<file path="src/rtl/trace_pkg.sv">
// constants, types and helpers for the trace capture and readout block
// assumes a 32-bit axi4-lite register bus and a 16-bit core address bus
package trace_pkg;
  localparam int ADDR_W = 8;
  localparam int DATA_W = 32;
  // register byte offsets
  localparam logic [7:0] OFS_COMP_A = 8'h00;
  localparam logic [7:0] OFS_CTRL = 8'h04;
  localparam logic [7:0] OFS_TRIG = 8'h08;
  localparam logic [7:0] OFS_STAT = 8'h0C;
  localparam logic [7:0] OFS_FIFO_HI = 8'h10;
  localparam logic [7:0] OFS_FIFO_LO = 8'h14;
  localparam logic [7:0] OFS_COUNT = 8'h18;
  // field positions
  localparam int STAT_ARMED_BIT = 6;
  // reset values of the default begin run
  localparam logic [7:0] CTRL_RST = 8'hC0;
  localparam logic [7:0] TRIG_RST = 8'h40;
  localparam logic [23:0] COMP_A_RST = 24'h00FFFE;
  // fifo shape and the branch source correction
  localparam int FIFO_DEPTH = 8;
  localparam int COUNT_W = 4;
  localparam logic [15:0] BRANCH_ADJ = 16'h0002;
  localparam logic [7:0] EVENT_HI = 8'h00;
  // bus responses
  localparam logic [1:0] RESP_OKAY = 2'b00;
  localparam logic [1:0] RESP_DECERR = 2'b11;

  typedef enum logic [3:0] {
    MODE_A_ONLY = 4'h0,
    MODE_A_OR_B = 4'h1,
    MODE_A_THEN_B = 4'h2,
    MODE_EVENT_B = 4'h3,
    MODE_A_THEN_EVENT_B = 4'h4,
    MODE_A_AND_B = 4'h5,
    MODE_A_AND_NOT_B = 4'h6,
    MODE_INSIDE = 4'h7,
    MODE_OUTSIDE = 4'h8
  } trig_mode_t;

  typedef enum logic [2:0] {
    ST_IDLE = 3'b001,
    ST_WAIT = 3'b010,
    ST_STORE = 3'b100
  } cap_state_t;

  typedef struct packed {
    logic enable;
    logic arm;
    logic brk_en;
    logic tag;
    logic [3:0] rsvd;
  } ctrl_t;

  typedef struct packed {
    logic op_sel;
    logic begin_sel;
    logic [1:0] rsvd;
    trig_mode_t mode;
  } trig_t;

  typedef struct packed {
    logic [15:0] addr;
    logic [15:0] op_addr;
    logic [1:0] cof;
    logic [7:0] data;
    logic trigger;
    logic irq_pending;
  } core_in_t;

  // event-only modes store data bus values and always run as begin runs
  function automatic logic is_event_only(input trig_mode_t m);
    return (m == MODE_EVENT_B) || (m == MODE_A_THEN_EVENT_B);
  endfunction

  function automatic logic is_begin_run(input trig_t t);
    return t.begin_sel || is_event_only(t.mode);
  endfunction
endpackage

</file>
<file path="src/rtl/trace_capture.sv">
// trace fifo capture and readout of the on-chip debug module, axi4-lite slave
// assumes trigger, change-of-flow and irq inputs are synchronous to clk_sys
// What this block does
// RULE_01: event-only modes never run as end-trigger; they always capture as begin runs. (other resets still treat them as end runs while begin_sel is clear)
// RULE_02: an armed end run stores qualifying addresses continuously until the trigger.
// RULE_03: an indirect jump, return or vector flow change pushes the current address.
// RULE_04: a taken branch pushes the previous cycle's address minus two.
// RULE_05: the end trigger clears arm and armed flag and stops storing.
// RULE_06: an end-run trigger on a flow change still stores that event.
// RULE_07: fifo reads are served while enabled with arm clear.
// RULE_08: words come out oldest first; the count shows words captured.
// RULE_09: high byte may be read first; each low read shifts, count stays.
// RULE_10: in event-only modes the host needs only the low byte register.
// RULE_11: a read while armed returns the oldest word and does not shift.
// RULE_12: unarmed low byte reads store the current opcode address (profile mode).
// RULE_13: with opcode triggering, a coincident pending interrupt blocks the trigger.
// RULE_14: fetch-triggered end runs disarm despite irq without storing its flow change.
// RULE_15: fetch-triggered begin runs trigger despite irq, store it and stay armed.
// RULE_16: the block never requests a reset of the microcontroller.
// RULE_17: reset during an end run clears arm, armed flag, breakpoint enable only.
// RULE_18: any other reset loads comparator a with 0xFFFE and extension 0x00.
// RULE_19: such a reset loads the control register with 0xC0.
// RULE_20: such a reset loads the trigger register with 0x40.
// RULE_21: the trace fifo holds exactly eight words.
// RULE_22: in event-only modes the high byte of each word reads 0x00.
//
// Implementation choices: the placing of the registers and the AXI4-Lite slave port.
`timescale 1ns/100ps
module trace_capture #(
  parameter int DEPTH = trace_pkg::FIFO_DEPTH
) (
  input wire logic clk_sys, // 10 MHz bus clock
  input wire logic rst_n, // power-on reset, async, active low
  input wire logic sys_reset, // other mcu reset, synchronous level
  input wire trace_pkg::core_in_t core_in, // core address, flow and trigger inputs
  input wire logic [trace_pkg::ADDR_W-1:0] s_axi_awaddr, // write address
  input wire logic s_axi_awvalid, // write address valid
  output logic s_axi_awready, // write address ready
  input wire logic [trace_pkg::DATA_W-1:0] s_axi_wdata, // write data
  input wire logic [3:0] s_axi_wstrb, // write byte enables
  input wire logic s_axi_wvalid, // write data valid
  output logic s_axi_wready, // write data ready
  output logic [1:0] s_axi_bresp, // write response
  output logic s_axi_bvalid, // write response valid
  input wire logic s_axi_bready, // write response ready
  input wire logic [trace_pkg::ADDR_W-1:0] s_axi_araddr, // read address
  input wire logic s_axi_arvalid, // read address valid
  output logic s_axi_arready, // read address ready
  output logic [trace_pkg::DATA_W-1:0] s_axi_rdata, // read data
  output logic [1:0] s_axi_rresp, // read response
  output logic s_axi_rvalid, // read data valid
  input wire logic s_axi_rready, // read data ready
  output trace_pkg::ctrl_t ctrl_out, // control bits to comparator logic
  output trace_pkg::trig_t trig_out, // trigger setup to comparator logic
  output logic [23:0] comp_a_out, // comparator a match value
  output logic halt_req, // one-cycle cpu breakpoint request
  output logic reset_req // mcu reset request, held low
);
  import trace_pkg::*;

  logic rst_meta_r, rst_sync_n;
  logic aw_hold_r, w_hold_r, aw_hold_nxt, w_hold_nxt, wr_fire;
  logic [ADDR_W-1:0] awaddr_r;
  logic [DATA_W-1:0] wdata_r;
  logic [3:0] wstrb_r;
  ctrl_t ctrl_r;
  trig_t trig_r;
  logic [23:0] comp_a_r;
  logic armed_r, halt_r, reset_req_r;
  cap_state_t state_r;
  logic [15:0] prev_addr_r;
  logic [15:0] mem_r [DEPTH];
  logic [COUNT_W-1:0] count_r;
  logic wr_ctrl, active, begin_run, event_mode, trig_eff, hw_disarm;
  logic push, fl_read, readable, run_start;
  logic [15:0] push_word;

  // reset release through two flip-flops
  always_ff @(posedge clk_sys or negedge rst_n) begin
    if (!rst_n) begin
      rst_meta_r <= 1'b0;
      rst_sync_n <= 1'b0;
    end else begin
      rst_meta_r <= 1'b1;
      rst_sync_n <= rst_meta_r;
    end
  end

  // write address and data are held independently, then committed together
  assign wr_fire = aw_hold_r && w_hold_r && !s_axi_bvalid;
  assign aw_hold_nxt = !wr_fire && (aw_hold_r || (s_axi_awvalid && s_axi_awready));
  assign w_hold_nxt = !wr_fire && (w_hold_r || (s_axi_wvalid && s_axi_wready));

  always_ff @(posedge clk_sys or negedge rst_sync_n) begin
    if (!rst_sync_n) begin
      aw_hold_r <= 1'b0;
      w_hold_r <= 1'b0;
      awaddr_r <= '0;
      wdata_r <= '0;
      wstrb_r <= '0;
      s_axi_awready <= 1'b0;
      s_axi_wready <= 1'b0;
    end else begin
      aw_hold_r <= aw_hold_nxt;
      w_hold_r <= w_hold_nxt;
      s_axi_awready <= !aw_hold_nxt;
      s_axi_wready <= !w_hold_nxt;
      if (s_axi_awvalid && s_axi_awready) begin
        awaddr_r <= s_axi_awaddr;
      end
      if (s_axi_wvalid && s_axi_wready) begin
        wdata_r <= s_axi_wdata;
        wstrb_r <= s_axi_wstrb;
      end
    end
  end

  // write response one cycle after commit
  always_ff @(posedge clk_sys or negedge rst_sync_n) begin
    if (!rst_sync_n) begin
      s_axi_bvalid <= 1'b0;
      s_axi_bresp <= RESP_OKAY;
    end else if (wr_fire) begin
      s_axi_bvalid <= 1'b1;
      s_axi_bresp <= (awaddr_r == OFS_COMP_A || awaddr_r == OFS_CTRL ||
                      awaddr_r == OFS_TRIG) ? RESP_OKAY : RESP_DECERR;
    end else if (s_axi_bready) begin
      s_axi_bvalid <= 1'b0;
    end
  end

  assign wr_ctrl = wr_fire && awaddr_r == OFS_CTRL && wstrb_r[0];

  // configuration registers; a software write of arm beats the hardware clear
  always_ff @(posedge clk_sys or negedge rst_sync_n) begin
    if (!rst_sync_n) begin
      // RULE_18 RULE_19 RULE_20 default begin run
      ctrl_r <= ctrl_t'(CTRL_RST);
      trig_r <= trig_t'(TRIG_RST);
      comp_a_r <= COMP_A_RST;
    end else if (sys_reset) begin
      // RULE_17 end run survives reset
      if (ctrl_r.enable && !trig_r.begin_sel) begin
        ctrl_r.arm <= 1'b0;
        ctrl_r.brk_en <= 1'b0;
      end else begin
        // RULE_18 RULE_19 RULE_20 default run again
        ctrl_r <= ctrl_t'(CTRL_RST);
        trig_r <= trig_t'(TRIG_RST);
        comp_a_r <= COMP_A_RST;
      end
    end else begin
      if (wr_ctrl) begin
        ctrl_r <= ctrl_t'({wdata_r[7:4], 4'h0});
      end else if (hw_disarm) begin
        // RULE_05 hardware disarm
        ctrl_r.arm <= 1'b0;
      end
      if (wr_fire && awaddr_r == OFS_TRIG && wstrb_r[0]) begin
        trig_r <= trig_t'({wdata_r[7:6], 2'b00, wdata_r[3:0]});
      end
      if (wr_fire && awaddr_r == OFS_COMP_A) begin
        for (int b = 0; b < 3; b++) begin
          if (wstrb_r[b]) begin
            comp_a_r[b*8 +: 8] <= wdata_r[b*8 +: 8];
          end
        end
      end
    end
  end

  // run decoding
  // RULE_01 event-only forces begin
  assign event_mode = is_event_only(trig_r.mode);
  assign begin_run = is_begin_run(trig_r);
  assign active = ctrl_r.enable && ctrl_r.arm;
  // RULE_13 irq beats opcode trigger
  assign trig_eff = core_in.trigger && !(trig_r.op_sel && core_in.irq_pending);
  // a reset pulse never opens a run, so a kept end-run count survives it
  assign run_start = state_r == ST_IDLE && active && !sys_reset;

  // choose the word to store and whether to store it
  always_comb begin
    push = 1'b0;
    // RULE_03 RULE_04 destination or branch source
    push_word = core_in.cof[1] ? core_in.addr : prev_addr_r - BRANCH_ADJ;
    if (event_mode) begin
      // RULE_22 event words carry a zero high byte
      push_word = {EVENT_HI, core_in.data};
      push = state_r != ST_IDLE && trig_eff && active;
    end else if (active && core_in.cof != 2'b00) begin
      if (begin_run) begin
        // RULE_15 trigger cycle flow change is captured
        push = state_r == ST_STORE || (state_r == ST_WAIT && trig_eff);
      end else begin
        // RULE_02 RULE_06 store up to and including the trigger
        // RULE_14 interrupt flow change on trigger not recorded
        push = state_r == ST_STORE &&
               !(trig_eff && core_in.irq_pending && !trig_r.op_sel);
      end
    end
  end

  // RULE_05 end trigger or full begin fifo disarms
  assign hw_disarm = active && state_r == ST_STORE &&
                     (begin_run ? (push && count_r == COUNT_W'(DEPTH - 1)) : trig_eff);

  // capture state machine
  always_ff @(posedge clk_sys or negedge rst_sync_n) begin
    if (!rst_sync_n) begin
      state_r <= ST_IDLE;
    end else begin
      unique case (state_r)
        ST_IDLE: begin
          if (run_start) begin
            state_r <= begin_run ? ST_WAIT : ST_STORE;
          end
        end
        ST_WAIT: begin
          if (!active || sys_reset) begin
            state_r <= ST_IDLE;
          end else if (trig_eff) begin
            state_r <= ST_STORE;
          end
        end
        ST_STORE: begin
          if (!active || sys_reset || hw_disarm) begin
            state_r <= ST_IDLE;
          end
        end
      endcase
    end
  end

  // armed flag follows arm and enable, dropped at once on hardware disarm
  always_ff @(posedge clk_sys or negedge rst_sync_n) begin
    if (!rst_sync_n) begin
      armed_r <= 1'b0;
      halt_r <= 1'b0;
      reset_req_r <= 1'b0;
      prev_addr_r <= '0;
    end else begin
      armed_r <= active && !hw_disarm && !sys_reset;
      halt_r <= hw_disarm && ctrl_r.brk_en;
      // RULE_16 never request a reset
      reset_req_r <= 1'b0;
      prev_addr_r <= core_in.addr;
    end
  end

  // RULE_07 reads served when enabled and not armed
  assign readable = ctrl_r.enable && !ctrl_r.arm && !armed_r;
  assign fl_read = s_axi_arvalid && s_axi_arready && s_axi_araddr == OFS_FIFO_LO;

  // trace fifo, slot 0 is the oldest word
  always_ff @(posedge clk_sys or negedge rst_sync_n) begin
    if (!rst_sync_n) begin
      count_r <= '0;
      for (int i = 0; i < DEPTH; i++) begin
        mem_r[i] <= '0;
      end
    end else if (run_start) begin
      count_r <= '0;
    end else if (push) begin
      // a push outranks a read in the same cycle; that read neither shifts nor samples
      // RULE_21 eight slots, oldest falls out
      if (count_r < COUNT_W'(DEPTH)) begin
        mem_r[count_r[COUNT_W-2:0]] <= push_word;
        count_r <= count_r + 1'b1;
      end else begin
        for (int i = 0; i < DEPTH - 1; i++) begin
          mem_r[i] <= mem_r[i+1];
        end
        mem_r[DEPTH-1] <= push_word;
      end
    end else if (fl_read && readable) begin
      // RULE_08 RULE_09 shift on low read, count kept
      for (int i = 0; i < DEPTH - 1; i++) begin
        mem_r[i] <= mem_r[i+1];
      end
      // RULE_12 profile sample enters the tail
      mem_r[DEPTH-1] <= core_in.op_addr;
    end
  end

  // read channel: data one cycle after the address is taken
  // RULE_11 armed reads see the oldest word without a shift
  always_ff @(posedge clk_sys or negedge rst_sync_n) begin
    if (!rst_sync_n) begin
      s_axi_arready <= 1'b0;
      s_axi_rvalid <= 1'b0;
      s_axi_rdata <= '0;
      s_axi_rresp <= RESP_OKAY;
    end else if (s_axi_arvalid && s_axi_arready) begin
      s_axi_arready <= 1'b0;
      s_axi_rvalid <= 1'b1;
      s_axi_rresp <= RESP_OKAY;
      s_axi_rdata <= '0;
      unique case (s_axi_araddr)
        OFS_COMP_A: s_axi_rdata[23:0] <= comp_a_r;
        OFS_CTRL: s_axi_rdata[7:0] <= ctrl_r;
        OFS_TRIG: s_axi_rdata[7:0] <= trig_r;
        OFS_STAT: s_axi_rdata[STAT_ARMED_BIT] <= armed_r;
        OFS_FIFO_HI: s_axi_rdata[7:0] <= ctrl_r.enable ? mem_r[0][15:8] : 8'h00;
        OFS_FIFO_LO: s_axi_rdata[7:0] <= ctrl_r.enable ? mem_r[0][7:0] : 8'h00;
        OFS_COUNT: s_axi_rdata[COUNT_W-1:0] <= count_r;
        default: s_axi_rresp <= RESP_DECERR;
      endcase
    end else if (s_axi_rvalid) begin
      if (s_axi_rready) begin
        s_axi_rvalid <= 1'b0;
        s_axi_arready <= 1'b1;
      end
    end else begin
      s_axi_arready <= 1'b1;
    end
  end

  // outputs straight from flip-flops
  assign ctrl_out = ctrl_r;
  assign trig_out = trig_r;
  assign comp_a_out = comp_a_r;
  assign halt_req = halt_r;
  assign reset_req = reset_req_r;
endmodule

</file>
<file path="config.mk">
export PLATFORM = sky130hd
export DESIGN_NAME = trace_capture
export DESIGN_NICKNAME = d
export VERILOG_FILES = /design/src/rtl/trace_pkg.sv /design/src/rtl/trace_capture.sv
export SDC_FILE = /design/constraint.sdc
export NUM_CORES = 1
export LEC_CHECK = 0
export BUFFER_PORTS_ARGS = -buffer_cell sky130_fd_sc_hd__clkbuf_2
export CORE_ASPECT_RATIO = 1.2
export CORE_UTILIZATION = 54
export DETAILED_ROUTE_END_ITERATION = 10
export PLACE_DENSITY_LB_ADDON = 0.3
export SKIP_CTS_REPAIR_TIMING = 1
export SYNTH_ARGS = -nofsm -noshare
export SYNTH_HDL_FRONTEND = slang
export SYNTH_SLANG_ARGS = --single-unit
</file>
<file path="constraint.sdc">
create_clock -name clk_sys -period 17.9 [get_ports clk_sys]
set_input_delay 3.58 -clock clk_sys [delete_from_list [all_inputs] [get_ports clk_sys]]
set_output_delay 3.58 -clock clk_sys [all_outputs]
set_load 0.02 [all_outputs]
</file>
==> results of run 1 <==
==> power by group <==
part / switching (mW) / total [mW] / leakage, nW / internal, mW
clock network: 0.228 / 0.563 / 0.444 / 0.335
logic: 0.311 / 0.600 / 2.53 / 0.289
registers: 0.156 / 0.974 / 3.10 / 0.817
total: 0.695 / 2.14 / 6.08 / 1.44
==> worst max-delay path, delay by kind of cell <==
kind / cells / cell delay [ns]
buffers and inverters: 2 / 0.64
AO/OA/AOI/OAI: 1 / 0.55
AND/OR/NAND/NOR: 5 / 2.21
==> cells by family after synthesis <==
logic type,Yosys count,synth area share [%]
AND/OR/NAND/NOR,310,12.8
buffers and inverters,142,5.68
other,2,0.0607
adder cells (fa/ha/maj),3,0.283
multiplexers,54,4.73
AO/OA/AOI/OAI,397,23.6
XOR/XNOR,10,0.708
flip-flops,257,52.2
==> per-stage QoR <==
step                std cells  setup WS, ns  area [sq um]  utilization [%]
floorplan                1189         10.24         12400                -
global placement         1534         10.94         13200             58.6
detailed placement       1534         10.81         13200             58.6
CTS                      1583         11.36         14000             62.6
global route             1583         11.15         14000             62.6
finish                   1583         11.33         14000             62.6
==> registers in the layout, indices dropped and copies added (netlist names), 3 cells and up <==
signal	count
awaddr_r	8
comp_a_out	24
count_r	4
ctrl_out	4
mem_r	128
prev_addr_r	16
s_axi_rdata	24
state_r	3
trig_out	6
wdata_r	24
wstrb_r	3
==> synthesized netlist by cell type (9+ instances only) <==
library cell | number | area [sq um]
buf_2 | 27 | 135
mux2i_1 | 18 | 180
o21ai_0 | 96 | 480
buf_4 | 22 | 165
nand2_1 | 81 | 304
nand3_1 | 37 | 185
inv_1 | 30 | 113
nand3b_1 | 12 | 90.1
o221a_2 | 29 | 327
nor4_1 | 9 | 56.3
dfstp_2 | 19 | 499
o22a_1 | 32 | 280
mux2_2 | 36 | 405
clkbuf_1 | 53 | 199
nor3_1 | 45 | 225
dfrtp_1 | 238 | 5960
o211ai_1 | 29 | 218
o21ai_1 | 9 | 45.0
nor2_1 | 60 | 225
a2bb2oi_1 | 35 | 307
a21oi_1 | 41 | 205
and3_1 | 10 | 62.6
a221o_1 | 19 | 190
a31oi_1 | 37 | 231
==> worst min path at each step <==
stage,from,depth (start not counted),endpoint
after floorplan,rst_meta_r,0,rst_sync_n
after global placement,rst_meta_r,0,rst_sync_n
after detailed placement,rst_meta_r,0,rst_sync_n
after CTS,rst_meta_r,0,rst_sync_n
after global routing,rst_meta_r,0,rst_sync_n
final,rst_meta_r,0,rst_sync_n
==> layout by cell type (no fill, tap or decap), drive strengths merged, types with 30 or more instances in the layout <==
cell type | Yosys | final
o21ai | 106 | 106
mux2 | 36 | 36
inv | 30 | 31
a31oi | 37 | 37
clkbuf | 54 | 203
o221a | 30 | 30
dfrtp | 238 | 238
nor2 | 62 | 62
nand2 | 81 | 81
a2bb2oi | 35 | 35
o22a | 32 | 32
nor3 | 47 | 47
a21oi | 43 | 43
nand3 | 38 | 38
==> cell type report <==
type	instances	area (sq um)
Tap cell	279	349
Inverter	30	113
Sequential cell	257	6460
Clock inverter	8	93.8
Fill cell	1821	8400
Clock buffer	41	798
Timing Repair Buffer	178	943
Multi-Input combinational cell	790	5290
==> metal layers <==
layer	wire [um]	vias to the layer above	track usage, %
met5	0	-	0
met4	951	0	9.99
met3	2510	70	7.17
met2	16100	348	47.5
met1	13500	5033	36.0
li1	-	4574	-
==> out/qor.txt, run 1 <==
Initial antenna violation count: 0
Mean post-synth cell area: 10.5 sq um
CTS Buffer Depth: 3
Crit start category: input pin
Clock transition at path regs: 0.06 ns
Layout cells sized above 1: 25.8%
Critical Path AT: 6.99 ns
Routed wire per std cell: 20.9 um
Number of DRC violations after detailed-routing iteration 0: 769
Synth warn: 0
Number of global-route vias before repair: 10100
Syn Std Cell Area: 12400 sq um
Worst Setup SP: s_axi_araddr[0]
Chip width: 140 um
Root Buffer: clkbuf_16
Leak: 6.08 nW
Core box area: 22400 sq um
WHS: 0.359 ns
DRT antenna net count: 0
Final Hold Fails: 0
RSZ-0062 raised after global routing: false
Total Routed Length: 33.1 mm
Slowest cell on the critical path: nand2_1
Status: finished, final reports clean
RR Startpoint: trig_out[3]
PortBufs: 162
Initial DRT Pass Iterations: 5
Starting Density: 55.1%
Pwr per Cell Area: 152 nW/um^2
GRT Total Usage: 28.5%
CTS tree: yes
Num rows: 60
Vias per cell: 6.33
WS Path Type: input pin to register
Vias: 10000
CTS Buf Count: 27
Setup-failing EPs final: 0
Crit path time final: 6.57 ns
Post-synth ARST share: 100%
Global-route wire length before repair: 53.2 mm
Overflow after GRT: 0
Slew @ Worst Pin: 1.31 ns
ANT cells: 0
Routability cong.: 0.867
Unique cell type count in the Yosys netlist: 79
Placed wire-length estimate: 22.1 mm
Total Neg Setup Slack: 0 ns
CP Capture Type: register
P&R area growth vs syn: 13.6%
CTS sink cnt: 257
Max-slew violation count: 0
CP required: 18.32 ns
Setup slack on the worst flop-to-flop path: 13.80 ns
Largest net degree at the start of global routing: 198
CP max FO: 57
Crit path largest cell delay: 0.76 ns
Worst vdd ir: 0.125 mV
Skew final: 0.00833 ns
Num ports: 187
Die area: 23500 sq um
Synthesized flop and latch total: 257
Synth Flop Type: dfrtp_1
Max Fclk: 152 MHz
Type of the worst min-delay path: register to register
H-tree Lvls: 1
CP Capture Point: mem_r[91]
Post-synth EDFFs: 0
Max Cap Viol: 0
Die H: 168 um
Syn Inst Count: 1175
Nets@finish: 1390
Clk_lat worst skew: 0.54 ns
Crit share post-route: 36.7%
Relative slew slack: 13.0%
FF-to-FF End: mem_r[91]
Pwr Total: 2.14 mW
Cells on worst reg2reg path: 7
Register area share after synthesis: 52.2%
DRC: 0
CP Cell Sequence: clkbuf_2 -> or4_1 -> nor4_1 -> nand3_1 -> nand3_2 -> buf_4 -> nand2_1 -> o221a_2
(Power assumes the default switching activity.)
==> run 2, diff against run 1 <==
==> constraint.sdc (replaced) <==
create_clock -name clk_sys -period 6.2 [get_ports clk_sys]
set_input_delay 1.24 -clock clk_sys [delete_from_list [all_inputs] [get_ports clk_sys]]
set_output_delay 1.24 -clock clk_sys [all_outputs]
set_load 0.02 [all_outputs]
==> out/qor.txt, run 2 (synthesized netlist as in run 1, its figures left out) <==
FF-to-FF End: mem_r[117]
Final non-filler cell area: 14100 sq um (+0.68%)
Total Neg Setup Slack: 0 ns (unchanged)
CTS tree: yes
Most common cell after layout, fill and taps aside: dfrtp_1
Pwr per Cell Area: 445 nW/um^2 (+190%)
Placed wire-length estimate: 22.1 mm (+0.20%)
P&R area growth vs syn: 14.3%
Critical Path AT: 4.31 ns (-2.68 ns)
Max-slew violation count: 0 (unchanged)
GRT Total Usage: 28.3% (-0.14 points)
Setup WS pre-CTS: 1.93 ns (-8.88 ns)
Largest net degree at the start of global routing: 199 (+0.51%)
H-tree Lvls: 1 (unchanged)
RSZ-0062 raised after global routing: false
CP max FO: 73 (+28%)
Crit share post-route: 62.3%
ANT cells: 0 (unchanged)
Initial antenna violation count: 0 (unchanged)
WS Path Type: input pin to register
Worst vdd ir: 0.322 mV (+160%)
DRT antenna net count: 0 (unchanged)
Largest Register: mem_r
Global-route wire length before repair: 53.1 mm (-0.21%)
Routability cong.: 0.873 (+0.74%)
WHS Endpoint: rst_sync_n
Status: finished, final reports clean
Number of flip-flops under the largest register name: 128 (unchanged)
Initial DRT Pass Iterations: 6 (+1)
Pwr Total: 6.29 mW (+190%)
Skew final: 0.0126 ns (+0.00431 ns)
DRC: 0 (unchanged)
Die H: 168 um (unchanged)
Crit start category: input pin
Leak: 6.12 nW (+0.76%)
CP Capture Type: register
Core box area: 22400 sq um (unchanged)
CTS Buf Count: 27 (unchanged)
Number of global-route vias before repair: 9926 (-1.5%)
Total Routed Length: 33.0 mm (-0.24%)
WHS: 0.349 ns (-0.0106 ns)
Final Hold Fails: 0 (unchanged)
Nets@finish: 1392 (+0.14%)
Crit path time final: 3.86 ns
Num ports: 187 (unchanged)
Clk_lat worst skew: 0.53 ns (about the same)
RR Startpoint: trig_out[1]
WHS Path Cells: 0 (unchanged)
Relative slew slack: 14.6% (+1.6 points)
Chip width: 140 um (unchanged)
HP Start: rst_meta_r
Layout cells sized above 1: 26.4% (+0.57 points)
Area after DPL: 13200 sq um (+0.11%)
Max Fclk: 259 MHz
PortBufs: 162 (unchanged)
CTS sink cnt: 257 (unchanged)
Starting Density: 55.1% (unchanged)
Vias: 10000 (+0.010%)
Die area: 23500 sq um (unchanged)
Overflow after GRT: 0 (unchanged)
Setup-failing EPs final: 0 (unchanged)
Setup slack on the worst flop-to-flop path: 2.75 ns (-11.05 ns)
Slew @ Worst Pin: 1.28 ns (-0.0242 ns)
Number of DRC violations after detailed-routing iteration 0: 788 (+2.5%)
Max Cap Viol: 0 (unchanged)
Num rows: 60 (unchanged)
Final WS setup: 2.34 ns (-8.99 ns)
Vias per cell: 6.33 (-0.12%)
Root Buffer: clkbuf_16
Type of the worst min-delay path: register to register
Routed wire per std cell: 20.8 um (-0.36%)
Most frequent cells in the layout: dfrtp_1, clkbuf_2, o21ai_0
Clock transition at path regs: 0.06 ns (about the same)
Cells on worst reg2reg path: 8 (+1)
CTS Buffer Depth: 3 (unchanged)
CP required: 6.65 ns (-11.67 ns)
run 2: changes by cell type in the layout (fill, tap and decap cells not counted), sizes merged:
| cell | before | now |
|---|---|---|
| bufinv | 2 | 4 |
| clkinvlp | 0 | 2 |
| clkbuf | 203 | 199 |
| buf | 16 | 18 |
run 2: layout make-up:
cell class	count	area (sq um)
repair buffers	180	958
fillers	1794	8300
clock buffers	37	803
multi-input cells	790	5290
well taps	279	349
inverters	30	113
clock inverters	12	169
flip-flops and latches	257	6460
run 2: worst max-delay path by stage:
stage	cells past startpoint	startpoint	end
after floorplan	0	rst_sync_n	armed_r
final	8	core_in[11]	mem_r[117]
after global placement	8	s_axi_araddr[0]	mem_r[125]
after global routing	8	core_in[11]	mem_r[50]
after detailed placement	8	core_in[11]	mem_r[73]
after CTS	8	core_in[11]	mem_r[117]
run 2: critical path, stage by stage:
cell	delay (ns)
clkbuf_2	0.45
nor2_1	0.13
nor3_1	0.28
nand4_2	0.38
a21oi_4	0.62
buf_4	0.66
o21ai_0	0.27
a2bb2oi_1	0.22
run 2: power by group:
| group | internal [mW] | switching, mW |
|---|---|---|
| registers | 2.36 | 0.464 |
| clock network | 1.07 | 0.674 |
| logic | 0.834 | 0.886 |
run 2: layer usage:
metal	routed length, um	global-route usage (%)	up-vias
met4	641	7.31	0
met1	13700	37.5	5017
met3	2490	5.92	55
met2	16200	47.5	380
li1	-	-	4574
met5	0	0	-
run 2: per-stage QoR:
stage | cells | util, %
floorplan | 1189 | -
global placement | 1536 | 58.7
detailed placement | 1536 | 58.7
CTS | 1585 | 63.0
global route | 1585 | 63.0
finish | 1585 | 63.0
